File: config.mk
export PLATFORM = sky130hd
export DESIGN_NAME = asrc_ctrl
export DESIGN_NICKNAME = d
export VERILOG_FILES = /design/src/asrc_pkg.sv /design/src/asrc_rst_sync.sv /design/src/asrc_ctrl.sv
export SDC_FILE = /design/constraint.sdc
export NUM_CORES = 1
export LEC_CHECK = 0
export BUFFER_PORTS_ARGS = -buffer_cell sky130_fd_sc_hd__buf_2
export CORE_ASPECT_RATIO = 2
export CORE_MARGIN = 4
export CORE_UTILIZATION = 31
export DETAILED_ROUTE_END_ITERATION = 6
export REMOVE_ABC_BUFFERS = 1
export SETUP_SLACK_MARGIN = 0.15
export SYNTH_ARGS = -nofsm -noshare
export SYNTH_HDL_FRONTEND = slang
export SYNTH_SLANG_ARGS = --single-unit
File: constraint.sdc
create_clock -name clk_i -period 2.62 [get_ports clk_i]
set_input_delay 0.262 -clock clk_i [delete_from_list [all_inputs] [get_ports clk_i]]
set_output_delay 0.262 -clock clk_i [all_outputs]
set_load 0.1 [all_outputs]
File: src/asrc_pkg.sv
// Purpose: Constants for the asynchronous static memory controller
// Assumes: 125 MHz controller clock, 45 ns speed grade memory
// Notes:   Times are in ns; cycle counts derive from them
package asrc_pkg;
	// ****************************************
	// Widths
	// ****************************************
	localparam int ADDR_W = 19;
	localparam int DATA_W = 16;
	localparam int LANE_W = 8;
	localparam int CNT_W = 4;
	// ****************************************
	// Timing
	// ****************************************
	localparam int CLK_PERIOD_NS = 8;
	localparam int T_RC_NS = 45;   // Read cycle and address to data
	localparam int T_PWE_NS = 35;  // Write strobe width
	localparam int T_SD_NS = 25;   // Data setup to write end
	localparam int T_HZ_NS = 18;   // Memory release after strobe or select
	localparam int T_HD_NS = 0;    // Data hold after write end
	// Least times round up to whole cycles, never below one
	function automatic int asrc_cyc_up(input int ns);
		int c;
		c = (ns + CLK_PERIOD_NS - 1) / CLK_PERIOD_NS;
		return (c < 1) ? 1 : c;
	endfunction : asrc_cyc_up
	localparam logic [CNT_W-1:0] RD_CYC = CNT_W'(asrc_cyc_up(T_RC_NS));
	localparam int WR_NS = (T_PWE_NS > T_SD_NS) ? T_PWE_NS : T_SD_NS;
	localparam logic [CNT_W-1:0] WR_CYC = CNT_W'(asrc_cyc_up(WR_NS));
	localparam logic [CNT_W-1:0] TURN_CYC = CNT_W'(asrc_cyc_up(T_HZ_NS));
	localparam logic [CNT_W-1:0] HOLD_CYC = CNT_W'(asrc_cyc_up(T_HD_NS));
	localparam logic [CNT_W-1:0] CNT_ONE = 4'h1;
	localparam logic [CNT_W-1:0] CNT_ZERO = 4'h0;
	// ****************************************
	// States
	// ****************************************
	typedef enum logic [4:0] {
		ASRC_IDLE = 5'h01,
		ASRC_TURN = 5'h02,
		ASRC_READ = 5'h04,
		ASRC_WRITE = 5'h08,
		ASRC_HOLD = 5'h10
	} asrc_state_t;
endpackage : asrc_pkg

File: src/asrc_rst_sync.sv
// Purpose: Reset release synchroniser
// Assumes: Active low asynchronous reset input
// Notes:   Assertion is immediate, release takes two edges
`timescale 1ns/10ps
`default_nettype none
module asrc_rst_sync (
	input wire logic clk_i,
	input wire logic resetn_i,
	output logic resetn_o
);
	logic meta_reg;
	logic sync_reg;
	// Two flops so release never lands mid-setup
	always_ff @(posedge clk_i or negedge resetn_i) begin
		if (!resetn_i) begin
			meta_reg <= 1'b0;
			sync_reg <= 1'b0;
		end else begin
			meta_reg <= 1'b1;
			sync_reg <= meta_reg;
		end
	end
	assign resetn_o = sync_reg;
endmodule : asrc_rst_sync
`default_nettype wire

File: src/asrc_ctrl.sv
// Purpose: Controller driving an asynchronous x16 static memory with byte lanes
// Assumes: One request at a time; memory pins sampled synchronously
// Notes:   All pin outputs come from flops, so pins never glitch
`timescale 1ns/10ps
`default_nettype none
// What this block does
// - Deselect memory: lanes high when idle
// - Hold data stable past terminating edge
// - Never drive pins while memory drives
// - Write strobe high for every read
// - Address valid before selects go active
// - Strobe alone ends each write; selects and lanes drop one edge later
// - Chip selects always driven definite levels
module asrc_ctrl
	import asrc_pkg::*;
(
	input wire logic clk_i,
	input wire logic resetn_i,
	input wire logic req_i,
	input wire logic req_write_i,
	input wire logic [ADDR_W-1:0] req_addr_i,
	input wire logic [DATA_W-1:0] req_wdata_i,
	input wire logic [1:0] req_lane_en_i,
	output logic req_ready_o,
	output logic rd_valid_o,
	output logic [DATA_W-1:0] rd_data_o,
	output logic [ADDR_W-1:0] mem_addr_o,
	output logic select_active_low_o,
	output logic select_active_high_o,
	output logic write_strobe_n_o,
	output logic out_drive_n_o,
	output logic high_half_lane_n_o,
	output logic low_half_lane_n_o,
	input wire logic [DATA_W-1:0] mem_data_i,
	output logic [DATA_W-1:0] mem_data_o,
	output logic mem_data_oe_o
);
	// ****************************************
	// Reset
	// ****************************************
	logic rstn;
	asrc_rst_sync u_rst (
		.clk_i(clk_i),
		.resetn_i(resetn_i),
		.resetn_o(rstn)
	);

	// ****************************************
	// Sequencer
	// ****************************************
	asrc_state_t state_reg, state_next;
	logic [CNT_W-1:0] cnt_reg, cnt_next;
	logic wr_reg, wr_next;
	logic [1:0] lane_reg, lane_next;
	logic ready_reg, ready_next;
	logic rv_reg, rv_next;
	logic [DATA_W-1:0] rdat_reg, rdat_next;
	logic [ADDR_W-1:0] addr_reg, addr_next;
	logic sel_reg, sel_next;
	logic sel_n_reg, sel_n_next;
	logic we_n_reg, we_n_next;
	logic oe_n_reg, oe_n_next;
	logic [1:0] ln_n_reg, ln_n_next;
	logic [DATA_W-1:0] wd_reg, wd_next;
	logic doe_reg, doe_next;

	// Next state and pin values for each phase
	always_comb begin
		state_next = state_reg;
		cnt_next = cnt_reg;
		wr_next = wr_reg;
		lane_next = lane_reg;
		ready_next = ready_reg;
		rv_next = 1'b0;
		rdat_next = rdat_reg;
		addr_next = addr_reg;
		sel_next = sel_reg;
		we_n_next = we_n_reg;
		oe_n_next = oe_n_reg;
		ln_n_next = ln_n_reg;
		wd_next = wd_reg;
		doe_next = doe_reg;
		if (cnt_reg != CNT_ZERO) begin
			cnt_next = cnt_reg - CNT_ONE;
		end
		unique case (state_reg)
			ASRC_IDLE: begin
				// Ready comes back one edge after reset release
				if (!ready_reg) begin
					ready_next = 1'b1;
				end
				if (req_i && ready_reg && req_lane_en_i != 2'h0) begin
					ready_next = 1'b0;
					wr_next = req_write_i;
					lane_next = req_lane_en_i;
					addr_next = req_addr_i; // Address first, selects next edge
					wd_next = req_wdata_i;
					state_next = ASRC_TURN;
					cnt_next = CNT_ONE;
				end
			end
			ASRC_TURN: begin
				if (cnt_reg == CNT_ONE) begin
					// All controls go active on one edge
					sel_next = 1'b1;
					ln_n_next = ~lane_reg;
					if (wr_reg) begin
						we_n_next = 1'b0;
						oe_n_next = 1'b1;
						doe_next = 1'b1; // Memory released since read end
						state_next = ASRC_WRITE;
						cnt_next = WR_CYC;
					end else begin
						we_n_next = 1'b1;
						oe_n_next = 1'b0;
						doe_next = 1'b0;
						state_next = ASRC_READ;
						cnt_next = RD_CYC;
					end
				end
			end
			ASRC_READ: begin
				if (cnt_reg == CNT_ONE) begin
					// Keep only enabled lanes
					rdat_next[LANE_W-1:0] = lane_reg[0] ? mem_data_i[LANE_W-1:0] : 8'h00;
					rdat_next[DATA_W-1:LANE_W] = lane_reg[1] ? mem_data_i[DATA_W-1:LANE_W] : 8'h00;
					rv_next = 1'b1;
					sel_next = 1'b0;
					ln_n_next = 2'h3;
					oe_n_next = 1'b1;
					state_next = ASRC_HOLD;
					cnt_next = TURN_CYC; // Let memory release the bus
				end
			end
			ASRC_WRITE: begin
				if (cnt_reg == CNT_ONE) begin
					we_n_next = 1'b1; // Strobe ends the write alone
					state_next = ASRC_HOLD;
					cnt_next = HOLD_CYC;
				end
			end
			ASRC_HOLD: begin
				if (cnt_reg == CNT_ONE) begin
					sel_next = 1'b0;
					ln_n_next = 2'h3;
					doe_next = 1'b0; // Data held one edge after strobe rise
					ready_next = 1'b1;
					state_next = ASRC_IDLE;
					cnt_next = CNT_ZERO;
				end
			end
			default: begin
				state_next = ASRC_IDLE;
				ready_next = 1'b1;
			end
		endcase
		// Low-active select always the inverse, so both move on one edge
		sel_n_next = ~sel_next;
	end

	// Register stage, all pins come straight from here
	always_ff @(posedge clk_i or negedge rstn) begin
		if (!rstn) begin
			state_reg <= ASRC_IDLE;
			cnt_reg <= CNT_ZERO;
			wr_reg <= 1'b0;
			lane_reg <= 2'h0;
			ready_reg <= 1'b0;
			rv_reg <= 1'b0;
			rdat_reg <= 16'h0000;
			addr_reg <= 19'h00000;
			sel_reg <= 1'b0;
			sel_n_reg <= 1'b1;
			we_n_reg <= 1'b1;
			oe_n_reg <= 1'b1;
			ln_n_reg <= 2'h3;
			wd_reg <= 16'h0000;
			doe_reg <= 1'b0;
		end else begin
			state_reg <= state_next;
			cnt_reg <= cnt_next;
			wr_reg <= wr_next;
			lane_reg <= lane_next;
			ready_reg <= ready_next;
			rv_reg <= rv_next;
			rdat_reg <= rdat_next;
			addr_reg <= addr_next;
			sel_reg <= sel_next;
			sel_n_reg <= sel_n_next;
			we_n_reg <= we_n_next;
			oe_n_reg <= oe_n_next;
			ln_n_reg <= ln_n_next;
			wd_reg <= wd_next;
			doe_reg <= doe_next;
		end
	end

	// Each select straight from its own flop, always definite levels
	assign select_active_low_o = sel_n_reg;
	assign select_active_high_o = sel_reg;
	assign req_ready_o = ready_reg;
	assign rd_valid_o = rv_reg;
	assign rd_data_o = rdat_reg;
	assign mem_addr_o = addr_reg;
	assign write_strobe_n_o = we_n_reg;
	assign out_drive_n_o = oe_n_reg;
	assign high_half_lane_n_o = ln_n_reg[1];
	assign low_half_lane_n_o = ln_n_reg[0];
	assign mem_data_o = wd_reg;
	assign mem_data_oe_o = doe_reg;
endmodule : asrc_ctrl
`default_nettype wire

After elaboration in Yosys (flattened, before gate mapping)
Index checks and enable logic that the tools add are counted.
{"block": "word_totals", "output_inout_bits": 60, "input_bits": 57, "register_bits": 74}
{"block": "classes", "reduce_logical": 19, "add_sub_neg": 1, "n_mux": 35, "n_eq_ne": 13, "n_bitwise": 3}
{"op": "$mux W4", "n": 7}
{"op": "$mux W5", "n": 4}
{"op": "$pmux W4 S5", "n": 1}
{"op": "$pmux W5 S4", "n": 1}
{"op": "$mux W8", "n": 2}
{"op": "$reduce_and A3 Y1", "n": 4}
{"op": "$mux W1", "n": 11}
{"op": "$ne A2 B2 Y1 const B", "n": 5}
{"op": "$reduce_bool A2 Y1", "n": 5}
{"op": "$pmux W1 S2", "n": 4}
{"op": "$mux W2", "n": 3}
{"op": "$reduce_and A2 Y1", "n": 3}
{"op": "$eq A5 B1 Y1 const B", "n": 1}
{"op": "$eq A5 B2 Y1 const B", "n": 1}
{"op": "$eq A5 B3 Y1 const B", "n": 1}
{"op": "$eq A5 B4 Y1 const B", "n": 1}
{"op": "$eq A5 B5 Y1 const B", "n": 1}
{"op": "$eq A4 B1 Y1 const B", "n": 1}
{"op": "$ne A2 B1 Y1 const B", "n": 2}
{"op": "$pmux W2 S2", "n": 1}
{"op": "$reduce_and A4 Y1", "n": 1}
{"op": "$reduce_bool A4 Y1", "n": 1}
{"op": "$reduce_or A2 Y1", "n": 2}
{"op": "$sub A4 B1 Y4 const B", "n": 1}
{"op": "5 further kinds", "n": 7}

Longest topological paths before layout
Gate-level depths: netlist of run 1.
{"block": "depth", "depth_word": 4, "mapped_depth": 7, "depth_no_buf": 6}

Hierarchy
From an unflattened synthesis of run 1, not the netlist that was laid out.
{"block": "unflattened", "hier_cells": 259, "hier_area_um2": 3119.2}
{"module": "asrc_ctrl", "cells_each": 256, "n_inst": 1, "seq_area_each_um2": 1809.2, "area_per_inst_um2": 3065.4}
{"module": "asrc_rst_sync", "cells_each": 3, "n_inst": 1, "seq_area_each_um2": 50.0, "area_per_inst_um2": 53.8}

Worst setup path after synthesis of run 1
No wires, ideal clock.
{"block": "synth_timing", "kind": "flip-flop to flip-flop", "start": "register ready_reg, in the netlist req_ready_o", "end": "register addr_reg[18], in the netlist mem_addr_o[18]", "period_less_slack_ns": 2.022, "required_time_ns": 2.492, "setup_ns": 0.128, "slack_ns": 0.598, "t_arrival_ns": 1.894, "path_stages_with_launch": 5, "path_cell_list": "dfrtp_1 o211a_1 nand4_2 buf_2 mux2_1"}
{"block": "synth_via", "elab_chain_len": 3}
{"item": "start, declared", "line": "asrc_ctrl.sv:55", "rtl": "logic ready_reg, ready_next;"}
{"item": "start signal, assigned", "line": "asrc_ctrl.sv:184", "rtl": "ready_reg <= ready_next;"}
{"item": "$logic_and A1 B1 Y1 (2 in a row)", "line": "asrc_ctrl.sv:92", "rtl": "if (req_i && ready_reg && req_lane_en_i != 2'h0) begin"}
{"item": "$reduce_and A2 Y1 (no source line)"}
{"item": "end signal, assigned", "line": "asrc_ctrl.sv:187", "rtl": "addr_reg <= addr_next;"}
{"item": "end, declared", "line": "asrc_ctrl.sv:58", "rtl": "logic [ADDR_W-1:0] addr_reg, addr_next;"}
Every way passes these cells.
A chain may end at the register's enable or synchronous reset.

Worst setup path after layout of run 1
{"block": "layout_timing", "start": "register state_reg[1]", "end": "register addr_reg[0], in the netlist mem_addr_o[0]"}
{"block": "layout_via", "elab_chain_len": 2}
{"item": "start, declared", "line": "asrc_ctrl.sv:51", "rtl": "asrc_state_t state_reg, state_next;"}
{"item": "start signal, assigned", "line": "asrc_ctrl.sv:180", "rtl": "state_reg <= state_next;"}
{"item": "$eq A5 B1 Y1", "line": "asrc_ctrl.sv:86", "rtl": "unique case (state_reg)"}
{"item": "$reduce_and A2 Y1 (no source line)"}
Every way passes these cells.

==> impl_metrics.tcl, run 1 <==
set metrics [dict create \
    first_pass_iters 4 \
    path_depth 4 \
    route.detailed.drc 0 \
    grt_max_degree 52 \
    cp_slowest_cell "dfrtp_1" \
    fin_skew_ps 4.63 \
    synth_compound_area_frac 0.0975 \
    setup_viol 0 \
    die_y_um 150 \
    yosysSeqAreaShare 0.596 \
    postCtsSetupRepairBufs 0 \
    min_path_cells 2 \
    synthMuxAreaShare 0.144 \
    final_net_count 435 \
    synthDistinctLibCells 47 \
    die_area_mm2 0.0118 \
    cts_tree "done" \
    arrival_ps 2070 \
    gp_congestion 0.792 \
    r2r_cells 4 \
    clk_latency_ps 320 \
    crit_path_end_kind "register" \
    synth_edf_count 0 \
    crit_family "simple AND/OR/NAND/NOR gates" \
    max_slew_margin 0.648 \
    final_layout_size_suffix_gt1_frac 0.487 \
    grt-ovfl-total 0 \
    synth_top_family_by_area "multiplexers" \
    async_flop_share 1.00 \
    ff2ff_setup_slack_ps 760 \
    crit_start "state_reg[1]" \
    via_per_inst 4.61 \
    drt_iter0_drc 97 \
    clkTransAtPathRegs_ps 50 \
    antenna_found_initial 0 \
    synth-simple-area-share 0.116 \
    crit_chain "nor2_2 -> nand4_2 -> buf_4 -> mux2_2" \
    cts_buffers 9 \
    synth_area_mm2 0.00312 \
    grt_pass1_wl_um 11900 \
    dpl.hpwl_um 5710 \
    core.rowCount 51 \
    hold_viol 0 \
    grt_pass1_vias 2415 \
    fin_setup_tns_ps 0 \
    slowest_delay_ps 500 \
    syn2layout_area_growth_pct 31.4 \
    core_mm2 0.00976 \
    largest_register_ffs 19 \
    ant_nets 0 \
    reg2reg_from "state_reg[1]" \
    crit_type "reg2reg" \
    start_kind "register" \
    clkSinkCount 74 \
    synthAdderAreaFrac 0.00802 \
    drv_cap 0 \
    fp.dieW_um 78.9 \
    ys_warn_count 0 \
    fmax_mhz 537 \
    clock_tree.root_cell "clkbuf_16" \
    port_buffers 116 \
    layout.cells.non_filler 512 \
    critPathCapture "mem_addr_o[0]" \
    avgSynthCellArea_um2 12.0 \
    required_ps 2830 \
    diodes 0 \
    report.final.slew_viol_count 0 \
    pin_count 117 \
    routedWlPerCell_um 14.6 \
    critical_path_buf_inv_count 1 \
    syn_inst 259 \
    synthXorXnorAreaFrac 0.00842 \
    start_util 0.319 \
    rsz0062_at_grt "no" \
    synth_ff_type "dfrtp_1" \
    grtUsageTotal 0.132 \
    hp-class "in2reg" \
    r2r-end "mem_addr_o[0]" \
    clockBufferDepth 2 \
    critPathMaxFanout 35 \
    tightest_slew_ps 528 \
    totalWireLength_um 7470 \
    vias 2359 \
    min_period_ps 1860 \
    timing.final.crit_share 0.711 \
    place_inst 496 \
    status "completed" \
    fin_util 0.420 \
    cts-htree-levels 3 \
    ys_ff_latch 74 \
]
## worst register-to-register path, stage by stage (launching register included)
cell     delay (ps)
dfrtp_1         500
nor2_2          290
nand4_2         270
buf_4           340
mux2_2          350
## layout make-up
| type | count | area, µm² |
|---|---|---|
| Multi-Input combinational cell | 167 | 1170 |
| Clock inverter | 3 | 17.5 |
| Sequential cell | 74 | 1860 |
| Clock buffer | 12 | 246 |
| Inverter | 4 | 15.0 |
| Fill cell | 942 | 5660 |
| Timing Repair Buffer | 120 | 626 |
| Tap cell | 132 | 165 |
## Yosys cell counts, types with 3 or more instances
cell / count / area share
o22ai_1: 3 / 0.0060
nor2_1: 5 / 0.0060
dfstp_2: 6 / 0.051
nand2_1: 46 / 0.055
a21oi_1: 8 / 0.013
nor3_1: 3 / 0.0048
o21ai_0: 17 / 0.027
o21ai_1: 4 / 0.0064
dfrtp_1: 68 / 0.55
buf_2: 6 / 0.0096
mux2_2: 36 / 0.13
clkbuf_1: 3 / 0.0036
inv_1: 4 / 0.0048
## cell families after synthesis
family	count (synthesis)
XOR/XNOR	3
other	1
AO/OA/AOI/OAI	47
AND/OR/NAND/NOR	74
multiplexers	40
buffers and inverters	18
flip-flops	74
adder cells (fa/ha/maj)	2
## how the worst min path moves through the flow
stage / slack, ps / from / to
6_report: 150 / req_addr_i[18] / mem_addr_o[18]
5_1_grt: 140 / req_addr_i[18] / mem_addr_o[18]
4_1_cts: 130 / req_addr_i[18] / mem_addr_o[18]
3_5_place_dp: 50 / resetn_i / u_rst.meta_reg
3_3_place_gp: 50 / resetn_i / u_rst.meta_reg
2_1_floorplan: -30 / resetn_i / u_rst.meta_reg
## cell usage in the layout, fill, tap and decap left out, types with 3 or more instances in the layout
master and instances:
buf_2 116, dfrtp_1 67, nand2_1 46, mux2_2 36, o21ai_0 17, clkbuf_16 9, a21oi_1 8, dfstp_2 6
nor2_1 5, o21ai_1 4, inv_1 4, nor3_1 3, o22ai_1 3
## per-stage QoR
step	worst slack, ps	hold WS (ps)	area (µm²)
2_1_floorplan	-52.3	-33.6	3040
3_3_place_gp	799	47.0	3830
3_5_place_dp	744	49.3	3830
4_1_cts	734	134	4100
5_1_grt	626	136	4100
6_report	758	149	4100
## per-layer routing
layer	vias up	wire, µm	global-route usage
met5	-	0	0
met3	15	326	0.0307
met4	0	225	0.0800
met2	61	4290	0.239
li1	1131	-	-
met1	1152	2630	0.134
## timing repair
action | CTS | global route
resized for setup | 0 | 0
hold buffers | 1 | 0
endpoints found under the hold margin | 2 | 0
endpoints found under the setup margin | 0 | 0
Power of run 1 is not shown: default switching activity piles up to over one toggle a cycle in this logic, so the estimate is an artifact.
==> inputs of run 2 (changes only) <==
Clock period 2.62 ns to 1.85 ns, I/O delays scaled along.
==> impl_metrics.tcl, run 2 (synthesis results as in run 1) <==
set metrics [dict create \
    place_inst 501 \
    hp-class "in2reg" \
    cts_tree "done" \
    layout.cells.non_filler 525 \
    clkTransAtPathRegs_ps 60 \
    diodes 0 \
    final_layout_size_suffix_gt1_frac 0.534 \
    die_y_um 150 \
    clock_tree.root_cell "clkbuf_16" \
    min_period_ps 1710 \
    hold_viol 0 \
    postPlaceCellArea_mm2 0.00389 \
    setup_viol 0 \
    critPathMaxFanout 6 \
    start_kind "register" \
    fp.dieW_um 78.9 \
    drv_cap 0 \
    mostFrequentLayoutCells "116 x buf_2, 64 x dfrtp_1, 45 x nand2_1" \
    core_mm2 0.00976 \
    report.final.slew_viol_count 0 \
    via_per_inst 4.53 \
    arrival_ps 1940 \
    gp_congestion 0.843 \
    cts-htree-levels 3 \
    fin_util 0.445 \
    grt-ovfl-total 0 \
    grt_max_degree 73 \
    routedWlPerCell_um 14.8 \
    crit_start "state_reg[2]" \
    tightest_slew_ps 513 \
    required_ps 2070 \
    clockBufferDepth 2 \
    fin_skew_ps 6.80 \
    port_buffers 116 \
    critPathCapture "mem_data_oe_o" \
    ant_nets 0 \
    grtUsageTotal 0.134 \
    pin_count 117 \
    r2r-end "mem_data_oe_o" \
    largest_register_ffs 19 \
    rsz0062_at_grt "yes" \
    postLayoutCellArea_mm2 0.00434 \
    r2r_cells 5 \
    layout_commonest_cell "buf_2" \
    grt_pass1_wl_um 12200 \
    antenna_found_initial 0 \
    dpl.hpwl_um 5720 \
    crit_chain "buf_6 -> or4b_4 -> nor2_4 -> o21ai_2 -> a32o_1" \
    die_area_mm2 0.0118 \
    multi_input_area_mm2 0.00124 \
    crit_path_end_kind "register" \
    status "completed" \
    min_path_cells 2 \
    nFillCells 939 \
    syn2layout_area_growth_pct 39.2 \
    grt_pass1_vias 2457 \
    regArea_mm2 0.00186 \
    start_util 0.319 \
    max_slew_margin 0.661 \
    ff2ff_setup_slack_ps 140 \
    crit_type "reg2reg" \
    slowest_delay_ps 550 \
    cts_buffers 9 \
    route.detailed.drc 0 \
    totalWireLength_um 7780 \
    cp_slowest_cell "or4b_4" \
    reg2reg_from "state_reg[2]" \
    drt_iter0_drc 129 \
    core.rowCount 51 \
    first_pass_iters 4 \
    clkSinkCount 74 \
    fmax_mhz 584 \
    clk_latency_ps 330 \
    timing.final.crit_share 0.926 \
    final_net_count 447 \
    vias 2378 \
]
-- run 2: what timing repair did --
action                                 in CTS  in global routing
pin swaps                                   0                  8
hold buffers                                1                  0
setup buffers                               0                  7
setup endpoints to repair                  26                 25
endpoints found under the hold margin       2                  0
gates resized for setup                     4                 15
cloned                                      0                  0
-- run 2: stage by stage --
stage               setup WS (ps)  hold slack (ps)  setup TNS [ps]
floorplan                    -822             -111          -54710
global placement              103            -24.0               0
detailed placement           72.8            -18.0               0
CTS                           149             48.7               0
global route                 66.0             58.5               0
finish                        136             60.8               0
-- run 2: cell type report --
cell class,count,area share
Clock buffer,12,0.0591
Clock inverter,4,0.0115
Inverter,4,0.00346
Multi-Input combinational cell,167,0.286
Sequential cell,74,0.429
Tap cell,132,0.0380
Timing Repair Buffer,132,0.172
-- run 2: worst min-delay path by stage --
stage	start	endpoint	slack (ps)
CTS	req_addr_i[18]	mem_addr_o[18]	50
finish	req_addr_i[18]	mem_addr_o[18]	60
floorplan	resetn_i	u_rst.meta_reg	-110
detailed placement	resetn_i	u_rst.meta_reg	-20
global placement	resetn_i	u_rst.meta_reg	-20
global route	req_addr_i[18]	mem_addr_o[18]	60
-- run 2: critical path, delay by kind of cell (launching register included) --
family	cells	cell delay [ps]
flip-flops	1	490
buffers and inverters	1	150
AND/OR/NAND/NOR	2	710
AO/OA/AOI/OAI	2	260
-- run 2: routing by layer --
metal,wire (µm),track usage,vias to the layer above,part of all wire
met1,2800,0.138,1139,0.36
li1,-,-,1153,-
met3,304,0.0307,17,0.039
met5,0,0,-,0
met4,261,0.0783,0,0.034
met2,4420,0.244,69,0.57
Power of run 2 is left out for the same reason.
